## src/rtl/oneshot_pulse_pkg.sv

```systemverilog
// constants and types for the one-shot pulse channel
// assumes a single clock domain and a tick enable from an external divider
//
// Overview of operation
// - counter write starts new sequence from value
// - output inactive in initial phase, then pulse
// - initial phase lasts period compare minus start
// - at period minus one: active edge, clear
// - at duty minus one during pulse: inactive edge
// - both comparators also fire in initial phase
// - triggers set flags; enabled flags raise irq
// - first pulse delivers every match trigger
// - later pulses trigger exactly like the first
// - disable or channel reset returns to idle; only channel reset clears flags
package oneshot_pulse_pkg;

    // ------------------------------------------------------------
    // widths
    // ------------------------------------------------------------
    localparam int CNT_W = 16;
    localparam int IRQ_W = 2;

    // ------------------------------------------------------------
    // flag bit positions
    // ------------------------------------------------------------
    localparam int PERIOD_BIT = 0;
    localparam int DUTY_BIT   = 1;

    // ------------------------------------------------------------
    // reset values
    // ------------------------------------------------------------
    localparam logic [CNT_W-1:0] CNT_RST  = 16'h0000;
    localparam logic [IRQ_W-1:0] FLAG_RST = 2'h0;

    // ------------------------------------------------------------
    // sequence states
    // ------------------------------------------------------------
    typedef enum logic [3:0] {
        ST_IDLE  = 4'h1,
        ST_INIT  = 4'h2,
        ST_PULSE = 4'h4,
        ST_DONE  = 4'h8
    } seq_state_t;

endpackage : oneshot_pulse_pkg

```

## src/rtl/oneshot_pulse_channel.sv

```systemverilog
// one timer output channel running a one-shot pulse sequence
// assumes tick_en is a one-cycle enable from the selected clock divider
`timescale 1ns/1ps
module oneshot_pulse_channel
    import oneshot_pulse_pkg::*;
(
    // clock and reset
    input  wire logic             clk,
    input  wire logic             sys_rst,
    // selected clock tick
    input  wire logic             tick_en,
    // channel control
    input  wire logic             chan_enable,
    input  wire logic             chan_reset,
    input  wire logic             oneshot_enable,
    input  wire logic             active_high,
    // counter write port
    input  wire logic             cnt_wr,
    input  wire logic [CNT_W-1:0] cnt_wr_data,
    // compare values
    input  wire logic [CNT_W-1:0] period_compare,
    input  wire logic [CNT_W-1:0] duty_compare,
    // interrupt control
    input  wire logic [IRQ_W-1:0] channel_irq_enables,
    input  wire logic [IRQ_W-1:0] irq_clear,
    // channel output and status
    output logic                  chan_out,
    output logic [CNT_W-1:0]      pulse_counter,
    output logic                  seq_busy,
    output logic                  period_match_trigger,
    output logic                  duty_match_trigger,
    output logic [IRQ_W-1:0]      channel_irq_flags,
    output logic                  period_match_irq,
    output logic                  duty_match_irq
);

    // ------------------------------------------------------------
    // helpers
    // ------------------------------------------------------------
    function automatic logic hits(input logic [CNT_W-1:0] cnt, input logic [CNT_W-1:0] cmp);
        hits = (cnt == cmp - 16'h0001);
    endfunction : hits

    seq_state_t       state_reg;
    seq_state_t       state_next;
    logic [CNT_W-1:0] cnt_reg;
    logic [CNT_W-1:0] cnt_next;
    logic             active_reg;
    logic             active_next;
    logic             idle_force;
    logic             start;
    logic             running;
    logic             period_hit;
    logic             duty_hit;
    logic [IRQ_W-1:0] hit_vec;
    logic [IRQ_W-1:0] flags_next;

    assign idle_force = !chan_enable || chan_reset;
    assign start      = cnt_wr && !idle_force;
    assign running    = (state_reg == ST_INIT) || (state_reg == ST_PULSE);
    // comparators stay live in initial phase; no history is kept
    assign period_hit = running && tick_en && hits(cnt_reg, period_compare);
    assign duty_hit   = running && tick_en && hits(cnt_reg, duty_compare);
    assign hit_vec    = {duty_hit, period_hit};

    // ------------------------------------------------------------
    // sequencer
    // ------------------------------------------------------------
    always_comb begin
        state_next  = state_reg;
        cnt_next    = cnt_reg;
        active_next = active_reg;
        if (idle_force) begin
            state_next  = ST_IDLE;
            cnt_next    = CNT_RST;
            active_next = 1'b0;
        end else if (start) begin
            state_next  = ST_INIT;
            cnt_next    = cnt_wr_data;
            active_next = 1'b0;
        end else begin
            case (state_reg)
                ST_IDLE: begin
                    state_next = ST_IDLE;
                end
                ST_INIT: begin
                    if (tick_en) begin
                        if (period_hit) begin
                            state_next  = ST_PULSE;
                            cnt_next    = CNT_RST;
                            active_next = 1'b1;
                        end else begin
                            cnt_next = cnt_reg + 16'h0001;
                        end
                    end
                end
                ST_PULSE: begin
                    if (tick_en) begin
                        if (period_hit && !oneshot_enable) begin
                            cnt_next    = CNT_RST;
                            active_next = 1'b1;
                        end else if (duty_hit || period_hit) begin
                            active_next = 1'b0;
                            if (oneshot_enable) begin
                                state_next = ST_DONE;
                            end else begin
                                cnt_next = cnt_reg + 16'h0001;
                            end
                        end else begin
                            cnt_next = cnt_reg + 16'h0001;
                        end
                    end
                end
                ST_DONE: begin
                    state_next  = ST_DONE;
                    active_next = 1'b0;
                end
                default: begin
                    state_next  = ST_IDLE;
                    cnt_next    = CNT_RST;
                    active_next = 1'b0;
                end
            endcase
        end
    end

    always_ff @(posedge clk or posedge sys_rst) begin
        if (sys_rst) begin
            state_reg  <= ST_IDLE;
            cnt_reg    <= CNT_RST;
            active_reg <= 1'b0;
        end else begin
            state_reg  <= state_next;
            cnt_reg    <= cnt_next;
            active_reg <= active_next;
        end
    end

    // ------------------------------------------------------------
    // output pins
    // ------------------------------------------------------------
    always_ff @(posedge clk or posedge sys_rst) begin
        if (sys_rst) begin
            chan_out      <= 1'b0;
            pulse_counter <= CNT_RST;
            seq_busy      <= 1'b0;
        end else begin
            chan_out      <= active_next ? active_high : !active_high;
            pulse_counter <= cnt_next;
            seq_busy      <= (state_next == ST_INIT) || (state_next == ST_PULSE);
        end
    end

    // ------------------------------------------------------------
    // triggers, flags and interrupts
    // ------------------------------------------------------------
    // set wins over a clear in the same cycle
    assign flags_next = chan_reset ? FLAG_RST : ((channel_irq_flags & ~irq_clear) | hit_vec);

    always_ff @(posedge clk or posedge sys_rst) begin
        if (sys_rst) begin
            period_match_trigger <= 1'b0;
            duty_match_trigger   <= 1'b0;
        end else begin
            period_match_trigger <= period_hit;
            duty_match_trigger   <= duty_hit;
        end
    end

    always_ff @(posedge clk or posedge sys_rst) begin
        if (sys_rst) begin
            channel_irq_flags <= FLAG_RST;
            period_match_irq  <= 1'b0;
            duty_match_irq    <= 1'b0;
        end else begin
            channel_irq_flags <= flags_next;
            period_match_irq  <= flags_next[PERIOD_BIT] && channel_irq_enables[PERIOD_BIT];
            duty_match_irq    <= flags_next[DUTY_BIT] && channel_irq_enables[DUTY_BIT];
        end
    end

    // ------------------------------------------------------------
    // checks
    // ------------------------------------------------------------
    logic [CNT_W-1:0] start_val_reg;
    logic [CNT_W-1:0] init_ticks_reg;

    always_ff @(posedge clk or posedge sys_rst) begin
        if (sys_rst) begin
            start_val_reg  <= CNT_RST;
            init_ticks_reg <= CNT_RST;
        end else if (start) begin
            start_val_reg  <= cnt_wr_data;
            init_ticks_reg <= CNT_RST;
        end else if (state_reg == ST_INIT && tick_en) begin
            init_ticks_reg <= init_ticks_reg + 16'h0001;
        end
    end

    // a start value one short of the period must still match on its first tick
    logic late_start_reg;

    always_ff @(posedge clk or posedge sys_rst) begin
        if (sys_rst) begin
            late_start_reg <= 1'b0;
        end else if (idle_force) begin
            late_start_reg <= 1'b0;
        end else if (start) begin
            late_start_reg <= (cnt_wr_data == period_compare - 16'h0001);
        end else if (tick_en) begin
            late_start_reg <= 1'b0;
        end
    end
endmodule : oneshot_pulse_channel

```

## config.mk

```make
export PLATFORM = sky130hd
export DESIGN_NAME = oneshot_pulse_channel
export DESIGN_NICKNAME = d
export VERILOG_FILES = /design/src/rtl/oneshot_pulse_pkg.sv /design/src/rtl/oneshot_pulse_channel.sv
export SDC_FILE = /design/constraint.sdc
export NUM_CORES = 1
export LEC_CHECK = 0
export BUFFER_PORTS_ARGS = -buffer_cell sky130_fd_sc_hd__buf_2
export CAP_MARGIN = 15
export CORE_MARGIN = 2
export CORE_UTILIZATION = 36
export DETAILED_ROUTE_END_ITERATION = 8
export GPL_TIMING_DRIVEN = 0
export PLACE_DENSITY = 0.71
export SLEW_MARGIN = 40
export SYNTH_ARGS = -nofsm -noshare
export SYNTH_HDL_FRONTEND = slang
export SYNTH_SLANG_ARGS = --single-unit
```

## constraint.sdc

```tcl
create_clock -name clk -period 2.64 [get_ports clk]
set_input_delay 0 -clock clk [delete_from_list [all_inputs] [get_ports clk]]
set_output_delay 0 -clock clk [all_outputs]
set_load 0.02 [all_outputs]
```

; Word level (Yosys, flattened, before mapping)
; Cells that the tools add are included.
[classes]
div_mod_pow = 0
reduce_logical = 17
bitwise = 3
mul = 0
mux = 28
shifts = 0
eq_ne = 12
n_lt_le_gt_ge = 0
addsub = 3
[op_table]
columns = cell, count
row1 = $mux W16, 8
row2 = $pmux W16 S3, 1
row3 = $eq A16 B16 Y1, 2
row4 = $mux W4, 8
row5 = $sub A16 B1 Y16 const B, 2
row6 = $add A16 B1 Y16 const B, 1
row7 = $pmux W4 S3, 1
row8 = $eq A4 B2 Y1 const B, 2
row9 = $eq A4 B3 Y1 const B, 2
row10 = $mux W1, 8
row11 = $ne A4 B4 Y1 const B, 2
row12 = $logic_and A1 B1 Y1, 7
row13 = $ne A6 B6 Y1 const B, 1
row14 = $eq A4 B1 Y1 const B, 1
row15 = $eq A4 B4 Y1 const B, 1
row16 = $logic_not A1 Y1, 4
row17 = $logic_or A1 B1 Y1, 4
row18 = $reduce_and A4 Y1, 1
row19 = $ne A3 B1 Y1 const B, 1
row20 = $pmux W1 S3, 1
row21 = $and A2 B2 Y2, 1
row22 = $mux W2, 1
row23 = $not A2 Y2, 1
row24 = $or A2 B2 Y2, 1
row25 = $reduce_or A2 Y1, 1
[word_totals]
latch_bits = 0
romBits = 0
n_memories = 0
elab_cells = 73
out_inout_bits = 24
mem_bits_rw = 0
ff_bits = 29

; Logic depth before layout (Yosys ltp)
; Gate-level depths: netlist (run 1).
[depth]
ltp_word = 13
ltp_mapped = 13

; Worst setup path after synthesis (run 1)
; Ideal clock, no wire load.
[synth_timing]
kind = reg2reg
start = register pulse_counter[5] (netlist name)
end = register pulse_counter[3]
arrival_ps = 2593
t_required_ps = 2512
n_path_buf = 3
synth_period_minus_slack_ps = 2721
stages_incl_launch_ff = 13
slack_ps = -81
cell_sequence = dfrtp_1 clkbuf_1 xnor2_1 or4_1 a21oi_1 o2bb2ai_1 nor4_2 nand3_1 nand3_2 or2_1 buf_2 buf_4 o22ai_1
[synth_rtl]
columns = element, line
row1 = to (signal assigned), oneshot_pulse_channel.sv:149  ; pulse_counter <= cnt_next;
row2 = to (decl), oneshot_pulse_channel.sv:28  ; output logic [CNT_W-1:0] pulse_counter,

; Worst setup path in the final report (run 1)
[layout_timing]
start = input port period_compare[0]
end = register pulse_counter[5]
[layout_between]
elab_chain_cells = 10
[layout_lines]
columns = element, line
row1 = from (decl), oneshot_pulse_channel.sv:21  ; input wire logic [CNT_W-1:0] period_compare,
row2 = $sub A16 B1 Y16 (*), --
row3 = $eq A16 B16 Y1 (*), oneshot_pulse_channel.sv:41  ; hits = (cnt == cmp - 16'h0001);
row4 = $logic_and A1 B1 Y1 (*), oneshot_pulse_channel.sv:62  ; assign period_hit = running && tick_en && hits(cnt_reg, period_compare);
row5 = via period_hit, oneshot_pulse_channel.sv:53  ; logic period_hit;
row6 = $logic_or A1 B1 Y1, oneshot_pulse_channel.sv:102  ; end else if (duty_hit || period_hit) begin
row7 = $mux W16, oneshot_pulse_channel.sv:102
row8 = $mux W16, oneshot_pulse_channel.sv:99  ; if (period_hit && !oneshot_enable) begin
row9 = $mux W16, oneshot_pulse_channel.sv:98  ; if (tick_en) begin
row10 = $pmux W16 S3, oneshot_pulse_channel.sv:82  ; case (state_reg)
row11 = $mux W16, oneshot_pulse_channel.sv:77  ; end else if (start) begin
row12 = $mux W16, oneshot_pulse_channel.sv:73  ; if (idle_force) begin
; Mark *: on every way through the listed nets, which the timed path passes. The rest lies on a longest branch. The select of a mux whose other input is x is not followed.
; A chain may end at the register's enable or synchronous reset.

==> results of run 1 <==
synthesized netlist by cell type, types with 4 or more instances:
master,instances,area share [%]
a21oi_1,11,1.8
a21oi_2,5,1.4
a22oi_1,4,0.98
a22oi_2,6,2.4
a31oi_1,9,1.8
a32oi_1,6,1.7
and2_1,5,1.0
clkbuf_1,15,1.8
dfrtp_1,28,23
inv_1,25,3.1
nand2_1,24,2.9
nand2b_1,9,1.8
nand3_1,13,2.1
nand4_1,11,2.2
nor2_1,37,4.5
nor2b_1,5,1.0
nor3_1,28,4.6
nor3b_1,4,0.98
nor4_1,11,2.2
o21ai_0,13,2.1
o22ai_1,13,2.7
or3_1,6,1.2
or4_1,5,1.2
xnor2_1,20,5.7
xor2_1,16,4.6
worst max path at each step:
stage	from	endpoint	slack [ns]	cells after the start
2_1_floorplan	period_compare[2]	pulse_counter[1]$_DFFE_PP0P_	0.01	11
3_3_place_gp	duty_compare[5]	pulse_counter[9]$_DFFE_PP0P_	-0.50	12
3_5_place_dp	duty_compare[5]	pulse_counter[9]$_DFFE_PP0P_	-0.65	12
4_1_cts	pulse_counter[4]$_DFFE_PP0P_	pulse_counter[9]$_DFFE_PP0P_	-0.006	11
5_1_grt	pulse_counter[0]$_DFFE_PP0P_	pulse_counter[5]$_DFFE_PP0P_	-0.09	11
6_report	period_compare[0]	pulse_counter[5]$_DFFE_PP0P_	-0.02	12
worst register-to-register path, delay by kind of cell (launching register included):
kind,cells,cell delay (ns)
flip-flops,1,0.48
AND/OR/NAND/NOR,4,1.23
XOR/XNOR,1,0.14
AO/OA/AOI/OAI,3,0.47
multiplexers,1,0.22
metal layers:
metal | vias to the layer above | routed length, µm | global-route usage, %
li1 | 1703 | - | -
met1 | 1802 | 4660 | 30.7
met2 | 185 | 5240 | 34.5
met3 | 23 | 854 | 3.60
met4 | 0 | 181 | 5.87
met5 | - | 0 | 0
what timing repair did:
action / in CTS / in global routing
endpoints found under the hold margin: 33 / 0
hold buffers: 6 / 0
resized for setup: 36 / 54
setup endpoints to repair: 23 / 22
pin swaps: 11 / 27
setup buffers: 9 / 20
cloned: 0 / 1
final cells by class:
class	instances	area (µm²)
timing repair buffer	116	689
multi-input combinational	321	2540
inverter	25	93.8
buffer	13	86.3
clock inverter	1	5.00
clock buffer	7	96.3
sequential	29	743
fill	771	3830
tap	105	131
logic make-up (layout without fill, tap and decap cells):
family          count (synthesis)  after routing  share of synthesized area (%)
simple gates                  182            182                           33.6
compound gates                 95             95                           22.8
buf+inv                        47            162                           6.61
xor+xnor                       36             36                           10.3
flops                          29             29                           23.7
mux                             5              5                           1.75
fa+ha+maj                       3              3                           1.22
per-stage QoR:
| stage | total power [mW] | worst slack (ns) | util, % |
|---|---|---|---|
| floorplan | 0.675 | 0.0115 | - |
| global placement | 0.791 | -0.502 | 43.8 |
| detailed placement | 0.800 | -0.647 | 43.8 |
| CTS | 1.24 | -0.00619 | 48.1 |
| global route | 1.34 | -0.0934 | 53.4 |
| finish | 1.27 | -0.0216 | 53.4 |
power by group through the flow:
stage / registers (mW) / logic [mW] / clock network (mW)
final: 0.479 / 0.387 / 0.409
after global routing: 0.480 / 0.420 / 0.436
after CTS: 0.476 / 0.342 / 0.418
after detailed placement: 0.478 / 0.322 / 0
after global placement: 0.478 / 0.312 / 0
after floorplan: 0.485 / 0.190 / 0
==> key figures, run 1 <==
Final layout
  • Area Growth Syn to Fin: 43.0%
  • Most frequent cells in the layout: 83 x buf_2, 35 x nor2_1, 30 x buf_4
  • Ratio of cells with drive above 1 in the final layout: 42.8%
  • Inserted Diodes: 0
  • Final instance area: 4380 µm²
  • Final cell count without fillers: 617
  • Commonest non-fill, non-tap cell in the layout: buf_2
  • Final #Nets: 574
  • Number of flip-flops in the largest register: 16

Drt
  • Drt pass-1 iters: 5
  • DR WL/cell: 17.7 µm
  • Number of vias per cell: 6.02
  • Total wire length: 10.9 mm
  • DRC violations left: 0
  • Detailed-route via count: 3713
  • Final ANT Viol Nets: 0
  • Initial DRC Count: 386

Synth
  • Synth Flop Type: dfrtp_1
  • Mapped cell area: 3070 µm²
  • Post-synthesis sequential area ratio: 23.7%
  • Mean Syn Cell Area: 7.72 µm²
  • Number of synthesized flops with an enable pin: 0
  • Synthesized Nets: 460
  • Async S/R FF share, synth: 100%
  • Syn. warnings: 0
  • Distinct cells, synth: 68
  • Synth Register Bits: 29
  • Synth Instances: 397

STA
  • Fin crit period: 2.66 ns
  • Fin worst setup slack: -0.0216 ns
  • Worst slew pin tran: 0.727 ns
  • Fin. Hold Viols: 0
  • Setup Viol. Count Final: 2
  • Setup tns final: -0.0306 ns
  • Period utilization: 101%
  • Number of slew-limit violations in the final report: 0
  • Worst rel slew slack: 51.1%
  • Fmax: 376 MHz
  • RSZ-0062 raised after global routing: true
  • Final setup skew: 0.0106 ns
  • Final hold slack: 0.0140 ns

Critical path
  • Reg2reg path depth: 9
  • CP Buf/Inv Count: 3
  • Critical path data required time: 2.80 ns
  • RR Startpoint: pulse_counter[2]$_DFFE_PP0P_
  • Most frequent CP cell: buf_2
  • WS Path Type: primary input to register
  • Cells along the critical path: buf_2 -> or4_1 -> buf_2 -> o41a_1 -> or3_1 -> a21oi_2 -> o21bai_2 -> nor4_4 -> o21ai_4 -> buf_4 -> a32oi_1 -> o22ai_1
  • R2R Setup Slk: -0.01 ns
  • CP arrival: 2.82 ns
  • Crit. End Element: register
  • CP max FO: 8
  • Critical Path Slowest Stage Cell: or4_1
  • Max incr delay on CP: 0.51 ns
  • Crit path max-delay family: simple AND/OR/NAND/NOR gates
  • Worst Setup Start Kind: primary input
  • Reg-to-Reg End: chan_out$_DFF_PP0_

Clock network
  • CTS Buffer Depth: 2
  • CTS sink cnt: 29
  • Num CTS Buffers: 5
  • Worst-path clk slew: 0.07 ns
  • Clk root buf: clkbuf_8
  • Max H-tree Level: 2
  • Worst skew pair latency: 0.28 ns
  • CTS tree: yes

GRT
  • First-pass GRT wire length: 15.8 mm
  • Total grt overflow: 0
  • Overall Global Routing Usage: 21.8%
  • Pin count of the biggest net entering global routing: 30
  • Initial antenna violation count: 0
  • Vias in the first global route: 3270

Power and ir drop
  • Sequential share of power: 37.6%
  • Clock share of power: 32.1%
  • Switching Fraction: 32.8%
  • Max VDD drop: 0.206 mV
  • Net Sw Power: 0.418 mW
  • Gate power share: 30.3%
  • Internal: 0.856 mW
  • Leakage power: 1.79 nW
  • Power Dens Cells: 291 nW/µm²

Status
  • Failing checks: setup timing
  • Status: complete, but fails checks

Floorplanning
  • Die Area: 9270 µm²
  • Vert. Die Dim: 96.3 µm
  • Chip width: 96.3 µm
  • Core footprint: 8220 µm²
  • Row count: 33
  • Initial Util: 37.3%
  • Ports: 84

Worst hold path
  • HP Class: primary input to register
  • Hold-critical path depth: 3
  • Hold EP: pulse_counter[0]$_DFFE_PP0P_
  • Worst hold start: cnt_wr_data[0]

Place
  • Final HPWL DP: 7.62 mm
  • Placement Cell Area: 3600 µm²
  • Placed cells: 582
  • Routability cong.: 0.925
  • Port Buffers: 80

Run
  • Max-cap violations: 0
No activity file was read; power rests on OpenSTA's default activity.
==> inputs of run 2 (changes only) <==
- CORE_UTILIZATION: 36 -> 49
- PLACE_DENSITY: 0.71 -> 0.88
==> run 2 against run 1 <==
Against the previous run: the run still ends with setup timing left; flip-flop and latch count did not move; die area fell by 26%; maximum frequency fell by 6.9%; worst hold slack got worse by 0.011 ns; count of clock-buffer cells in the layout rose by 1; register-to-register slack got worse by 0.21 ns; sequential share of layout area rose by 0.38 points; via count rose by 5.1%; final area fell by 2.2%; setup slack got worse by 0.20 ns; largest power group unchanged.
==> key figures, run 2 (synthesis gave the netlist of run 1 again) <==
Drt
  • DRC violations left: 0
  • Drt pass-1 iters: 6
  • Initial DRC Count: 532
  • Number of vias per cell: 6.65
  • Final ANT Viol Nets: 0
  • Total wire length: 11.5 mm
  • DR WL/cell: 19.5 µm
  • Detailed-route via count: 3903

Floorplanning
  • Ports: 84
  • Vert. Die Dim: 83.1 µm
  • Die Area: 6910 µm²
  • Row count: 28
  • Chip width: 83.1 µm
  • Initial Util: 51.2%
  • Core footprint: 5990 µm²

Critical path
  • Reg2reg path depth: 10
  • Crit path max-delay family: simple AND/OR/NAND/NOR gates
  • Crit. End Element: register
  • Critical path data required time: 2.79 ns
  • R2R Setup Slk: -0.22 ns
  • RR Startpoint: pulse_counter[1]$_DFFE_PP0P_
  • CP arrival: 3.01 ns
  • Reg-to-Reg End: pulse_counter[7]$_DFFE_PP0P_
  • Most frequent CP cell: nand4_1
  • Worst Setup Start Kind: register
  • WS Path Type: register to register
  • Cells along the critical path: xor2_1 -> nand4_1 -> nor3_2 -> nand4_1 -> a21o_1 -> nor4_4 -> o21ai_4 -> buf_6 -> a22oi_1 -> o22ai_1
  • Critical Path Sink: pulse_counter[7]$_DFFE_PP0P_
  • CP max FO: 10
  • Stages on the worst setup path: 10
  • CP Buf/Inv Count: 1
  • Max incr delay on CP: 0.48 ns
  • Critical Path Slowest Stage Cell: dfrtp_2
  • Setup crit start: pulse_counter[1]$_DFFE_PP0P_

Place
  • Pre-CTS WS: -0.557 ns
  • Final HPWL DP: 7.41 mm
  • Port Buffers: 80
  • Routability cong.: 0.947

Final layout
  • Ratio of cells with drive above 1 in the final layout: 41.0%
  • Area Growth Syn to Fin: 39.9%
  • Inserted Diodes: 0
  • Commonest non-fill, non-tap cell in the layout: buf_2
  • Fillcell total: 429
  • Final #Nets: 574
  • Most frequent cells in the layout: 81 x buf_2, 35 x nor2_1, 26 x buf_4
  • Core Util, Final: 71.6%
  • Number of flip-flops in the largest register: 16

Clock network
  • CTS Buffer Depth: 2
  • Clk root buf: clkbuf_8
  • CTS tree: yes
  • Num CTS Buffers: 5
  • Worst-path clk slew: 0.06 ns
  • Max H-tree Level: 2
  • Worst skew pair latency: 0.29 ns
  • CTS sink cnt: 29

STA
  • Worst slew pin tran: 0.823 ns
  • Fin. Hold Viols: 0
  • Setup tns final: -2.20 ns
  • Fin worst setup slack: -0.218 ns
  • Period utilization: 108%
  • RSZ-0062 raised after global routing: true
  • Setup Viol. Count Final: 19
  • Worst rel slew slack: 44.6%
  • Fmax: 350 MHz
  • Fin crit period: 2.86 ns
  • Number of slew-limit violations in the final report: 0
  • Final setup skew: 0.00544 ns

Worst hold path
  • Hold-critical path depth: 3
  • HP Class: primary input to register

GRT
  • Overall Global Routing Usage: 28.3%
  • Pin count of the biggest net entering global routing: 30
  • Initial antenna violation count: 0
  • Total grt overflow: 0
  • Vias in the first global route: 3420
  • First-pass GRT wire length: 16.1 mm

Power and ir drop
  • Max VDD drop: 0.327 mV
  • Leakage power: 1.75 nW
  • Power Dens Cells: 287 nW/µm²
  • Tot Pwr: 1.23 mW

Status
  • Failing checks: setup timing
  • Status: complete, but fails checks

Run
  • Max-cap violations: 0
==> run 2: worst min-delay path: cells and delay by family <==
kind | cells | cell delay, ns
AND/OR/NAND/NOR | 1 | 0.09
buffers and inverters | 1 | 0.07
AO/OA/AOI/OAI | 1 | 0.08
==> run 2: stage by stage <==
stage | cell area [µm²] | hold WS (ns) | instances
floorplan | 3070 | 0.0707 | 397
global placement | 3560 | 0.190 | 552
detailed placement | 3560 | 0.127 | 552
CTS | 3870 | 0.00128 | 564
global route | 4290 | 0.0304 | 587
finish | 4290 | 0.00279 | 587
==> run 2: repair_timing <==
item,in CTS,in global routing
endpoints found under the setup margin,23,23
resized for setup,36,52
gates cloned,0,1
setup buffers,5,25
hold buffers,5,0
hold endpoints to repair,33,0
pin swaps,7,36
==> run 2: report_power, final <==
part           internal (mW)  switching [mW]  total, mW
logic                  0.164           0.227      0.392
registers              0.456          0.0210      0.477
clock network          0.187           0.173      0.360
total                  0.807           0.422       1.23
==> run 2: layout make-up <==
class / instances / area (µm²) / share of cell area (%)
Tap cell: 75 / 93.8 / 2.19
Timing Repair Buffer: 116 / 716 / 16.7
Inverter: 25 / 93.8 / 2.19
Buffer: 13 / 101 / 2.36
Clock buffer: 8 / 80.1 / 1.87
Sequential cell: 29 / 743 / 17.3
Multi-Input combinational cell: 321 / 2460 / 57.4
==> run 2: worst min path at each step <==
stage                      start                              to  slack (ns)
CTS                 irq_clear[0]  channel_irq_flags[0]$_DFF_PP0_       0.001
global placement     active_high              chan_out$_DFF_PP0_        0.19
finish              irq_clear[0]  channel_irq_flags[0]$_DFF_PP0_       0.003
floorplan             chan_reset  channel_irq_flags[0]$_DFF_PP0_        0.07
detailed placement       sys_rst        duty_match_irq$_DFF_PP0_        0.13
global route        irq_clear[0]  channel_irq_flags[0]$_DFF_PP0_        0.03
==> run 2: per-layer routing <==
metal	global-route usage (%)	vias to the layer above	share of wire, %
met5	0	-	0
met4	7.90	0	4.7
met3	5.17	67	11
met2	47.1	312	48
met1	37.6	1827	36
li1	-	1697	-
==> inputs of run 3 (changes only) <==
- CORE_UTILIZATION: 49 -> 28
- PLACE_DENSITY: 0.88 -> 0.61
==> run 3 against run 2 <==
Against the previous run: the flow now finishes without violations; maximum frequency increased by 8.8%; clock power increased by 19%; core utilization decreased by 30 points; sequential power about the same; power increased by 6.0%; largest power group unchanged; wire length decreased by 0.97%; cell count increased by 12%.
==> key figures, run 3 (synthesis gave the netlist of run 1 again) <==
Clock network
  • CTS tree: yes
  • Worst-path clk slew: 0.07 ns
  • CTS sink cnt: 29
  • Num CTS Buffers: 5
  • Max H-tree Level: 2
  • Worst skew pair latency: 0.29 ns
  • CTS Buffer Depth: 2
  • Clk root buf: clkbuf_8

Place
  • Pre-CTS WS: -0.645 ns
  • Placement Cell Area: 3640 µm²
  • Port Buffers: 80
  • Final HPWL DP: 8.27 mm
  • Routability cong.: 0.940

GRT
  • Pin count of the biggest net entering global routing: 30
  • Total grt overflow: 0
  • Initial antenna violation count: 0
  • First-pass GRT wire length: 16.9 mm
  • Vias in the first global route: 3375
  • Overall Global Routing Usage: 18.3%

STA
  • Fin. Hold Viols: 0
  • Worst rel slew slack: 53.0%
  • Fmax: 381 MHz
  • Fin worst setup slack: 0.0136 ns
  • RSZ-0062 raised after global routing: true
  • Period utilization: 99.5%
  • Final setup skew: 0.00931 ns
  • Fin crit period: 2.63 ns
  • Worst slew pin tran: 0.704 ns
  • Number of slew-limit violations in the final report: 0
  • Setup Viol. Count Final: 0

Critical path
  • WS Path Type: primary input to register
  • Critical Path Slowest Stage Cell: or4b_1
  • Critical path data required time: 2.80 ns
  • Crit path max-delay family: simple AND/OR/NAND/NOR gates
  • CP max FO: 10
  • Crit. End Element: register
  • CP Buf/Inv Count: 3
  • Max incr delay on CP: 0.58 ns
  • Cells along the critical path: buf_2 -> nor4_4 -> nand4_1 -> or4b_1 -> a21oi_1 -> and4b_2 -> nand4bb_4 -> nand3_4 -> or2_1 -> buf_4 -> buf_6 -> o22ai_1
  • Worst Setup Start Kind: primary input
  • CP arrival: 2.79 ns

Drt
  • DR WL/cell: 17.3 µm
  • Initial DRC Count: 285
  • DRC violations left: 0
  • Number of vias per cell: 5.50
  • Total wire length: 11.4 mm
  • Drt pass-1 iters: 5
  • Detailed-route via count: 3606
  • Final ANT Viol Nets: 0

Final layout
  • Inserted Diodes: 0
  • Ratio of cells with drive above 1 in the final layout: 42.6%
  • Most frequent cells in the layout: 81 x buf_2, 34 x nor2_1, 30 x buf_4
  • Area Growth Syn to Fin: 47.2%
  • Commonest non-fill, non-tap cell in the layout: buf_2
  • Final instance area: 4520 µm²
  • Number of flip-flops in the largest register: 16
  • Final #Nets: 578

Floorplanning
  • Vert. Die Dim: 109 µm
  • Initial Util: 28.5%
  • Chip width: 109 µm
  • Row count: 38
  • Core footprint: 10700 µm²
  • Die Area: 11800 µm²
  • Ports: 84

Power and ir drop
  • Power Dens Cells: 289 nW/µm²
  • Leakage power: 1.81 nW
  • Max VDD drop: 0.160 mV

Status
  • Status: completed

Run
  • Max-cap violations: 0

Worst hold path
  • HP Class: primary input to register
==> run 3: worst paths after layout <==
| check | startpoint | endpoint | slack [ns] | depth (start not counted) |
|---|---|---|---|---|
| max in group asynchronous | sys_rst | pulse_counter[0]$_DFFE_PP0P_ | 1.80 | 3 |
| min | cnt_wr_data[12] | pulse_counter[12]$_DFFE_PP0P_ | 0.01 | 3 |
| max | duty_compare[8] | pulse_counter[9]$_DFFE_PP0P_ | 0.01 | 12 |
| max reg2reg | pulse_counter[6]$_DFFE_PP0P_ | duty_match_irq$_DFF_PP0_ | 0.02 | 10 |
| min reg2reg | channel_irq_flags[1]$_DFF_PP0_ | channel_irq_flags[1]$_DFF_PP0_ | 0.58 | 2 |
| min in group asynchronous | sys_rst | pulse_counter[9]$_DFFE_PP0P_ | 0.37 | 3 |
==> run 3: layout make-up <==
type                       instances  area, µm²
fill                            1133       6230
multi-input combinational        322       2560
timing repair buffer             119        746
sequential                        29        743
tap                              140        175
clock buffer                       7       96.3
buffer                            13       95.1
inverter                          25       93.8
clock inverter                     1       5.00
==> run 3: through the flow <==
| stage | util (%) | hold slack [ns] | instances | total power, mW | TNS (ns) |
|---|---|---|---|---|---|
| after floorplan | - | 0.0707 | 397 | 0.675 | 0 |
| after global placement | 33.9 | 0.190 | 617 | 0.794 | -9.40 |
| after detailed placement | 33.9 | 0.141 | 617 | 0.804 | -11.14 |
| after CTS | 37.5 | 0.00398 | 634 | 1.26 | -0.00500 |
| after global routing | 42.0 | 0.0260 | 656 | 1.37 | -0.286 |
| final | 42.0 | 0.0142 | 656 | 1.30 | 0 |
==> run 3: layer usage <==
metal	up-vias	share of wire, %	global-route usage, %
met5	-	0	0
met3	20	8.0	2.57
li1	1710	-	-
met2	167	47	28.8
met1	1709	43	25.8
met4	0	1.6	5.77
==> run 3: power breakdown <==
| group | switching [mW] | internal [mW] | total, mW |
|---|---|---|---|
| Combinational | 0.225 | 0.173 | 0.398 |
| Sequential | 0.0228 | 0.456 | 0.479 |
| Clock | 0.191 | 0.236 | 0.427 |
| Total | 0.438 | 0.865 | 1.30 |
==> run 3: timing repair <==
item / 4_1_cts / 5_1_grt
gates resized for setup: 38 / 54
hold buffers: 6 / 0
hold endpoints to repair: 33 / 0
gates cloned: 0 / 3
setup buffers: 10 / 21
pin swaps: 11 / 22
setup endpoints to repair: 24 / 20
==> run 3: worst min-delay path, stage by stage <==
cell	delay [ns]
buf_2	0.08
a22oi_1	0.07
o21ai_1	0.12
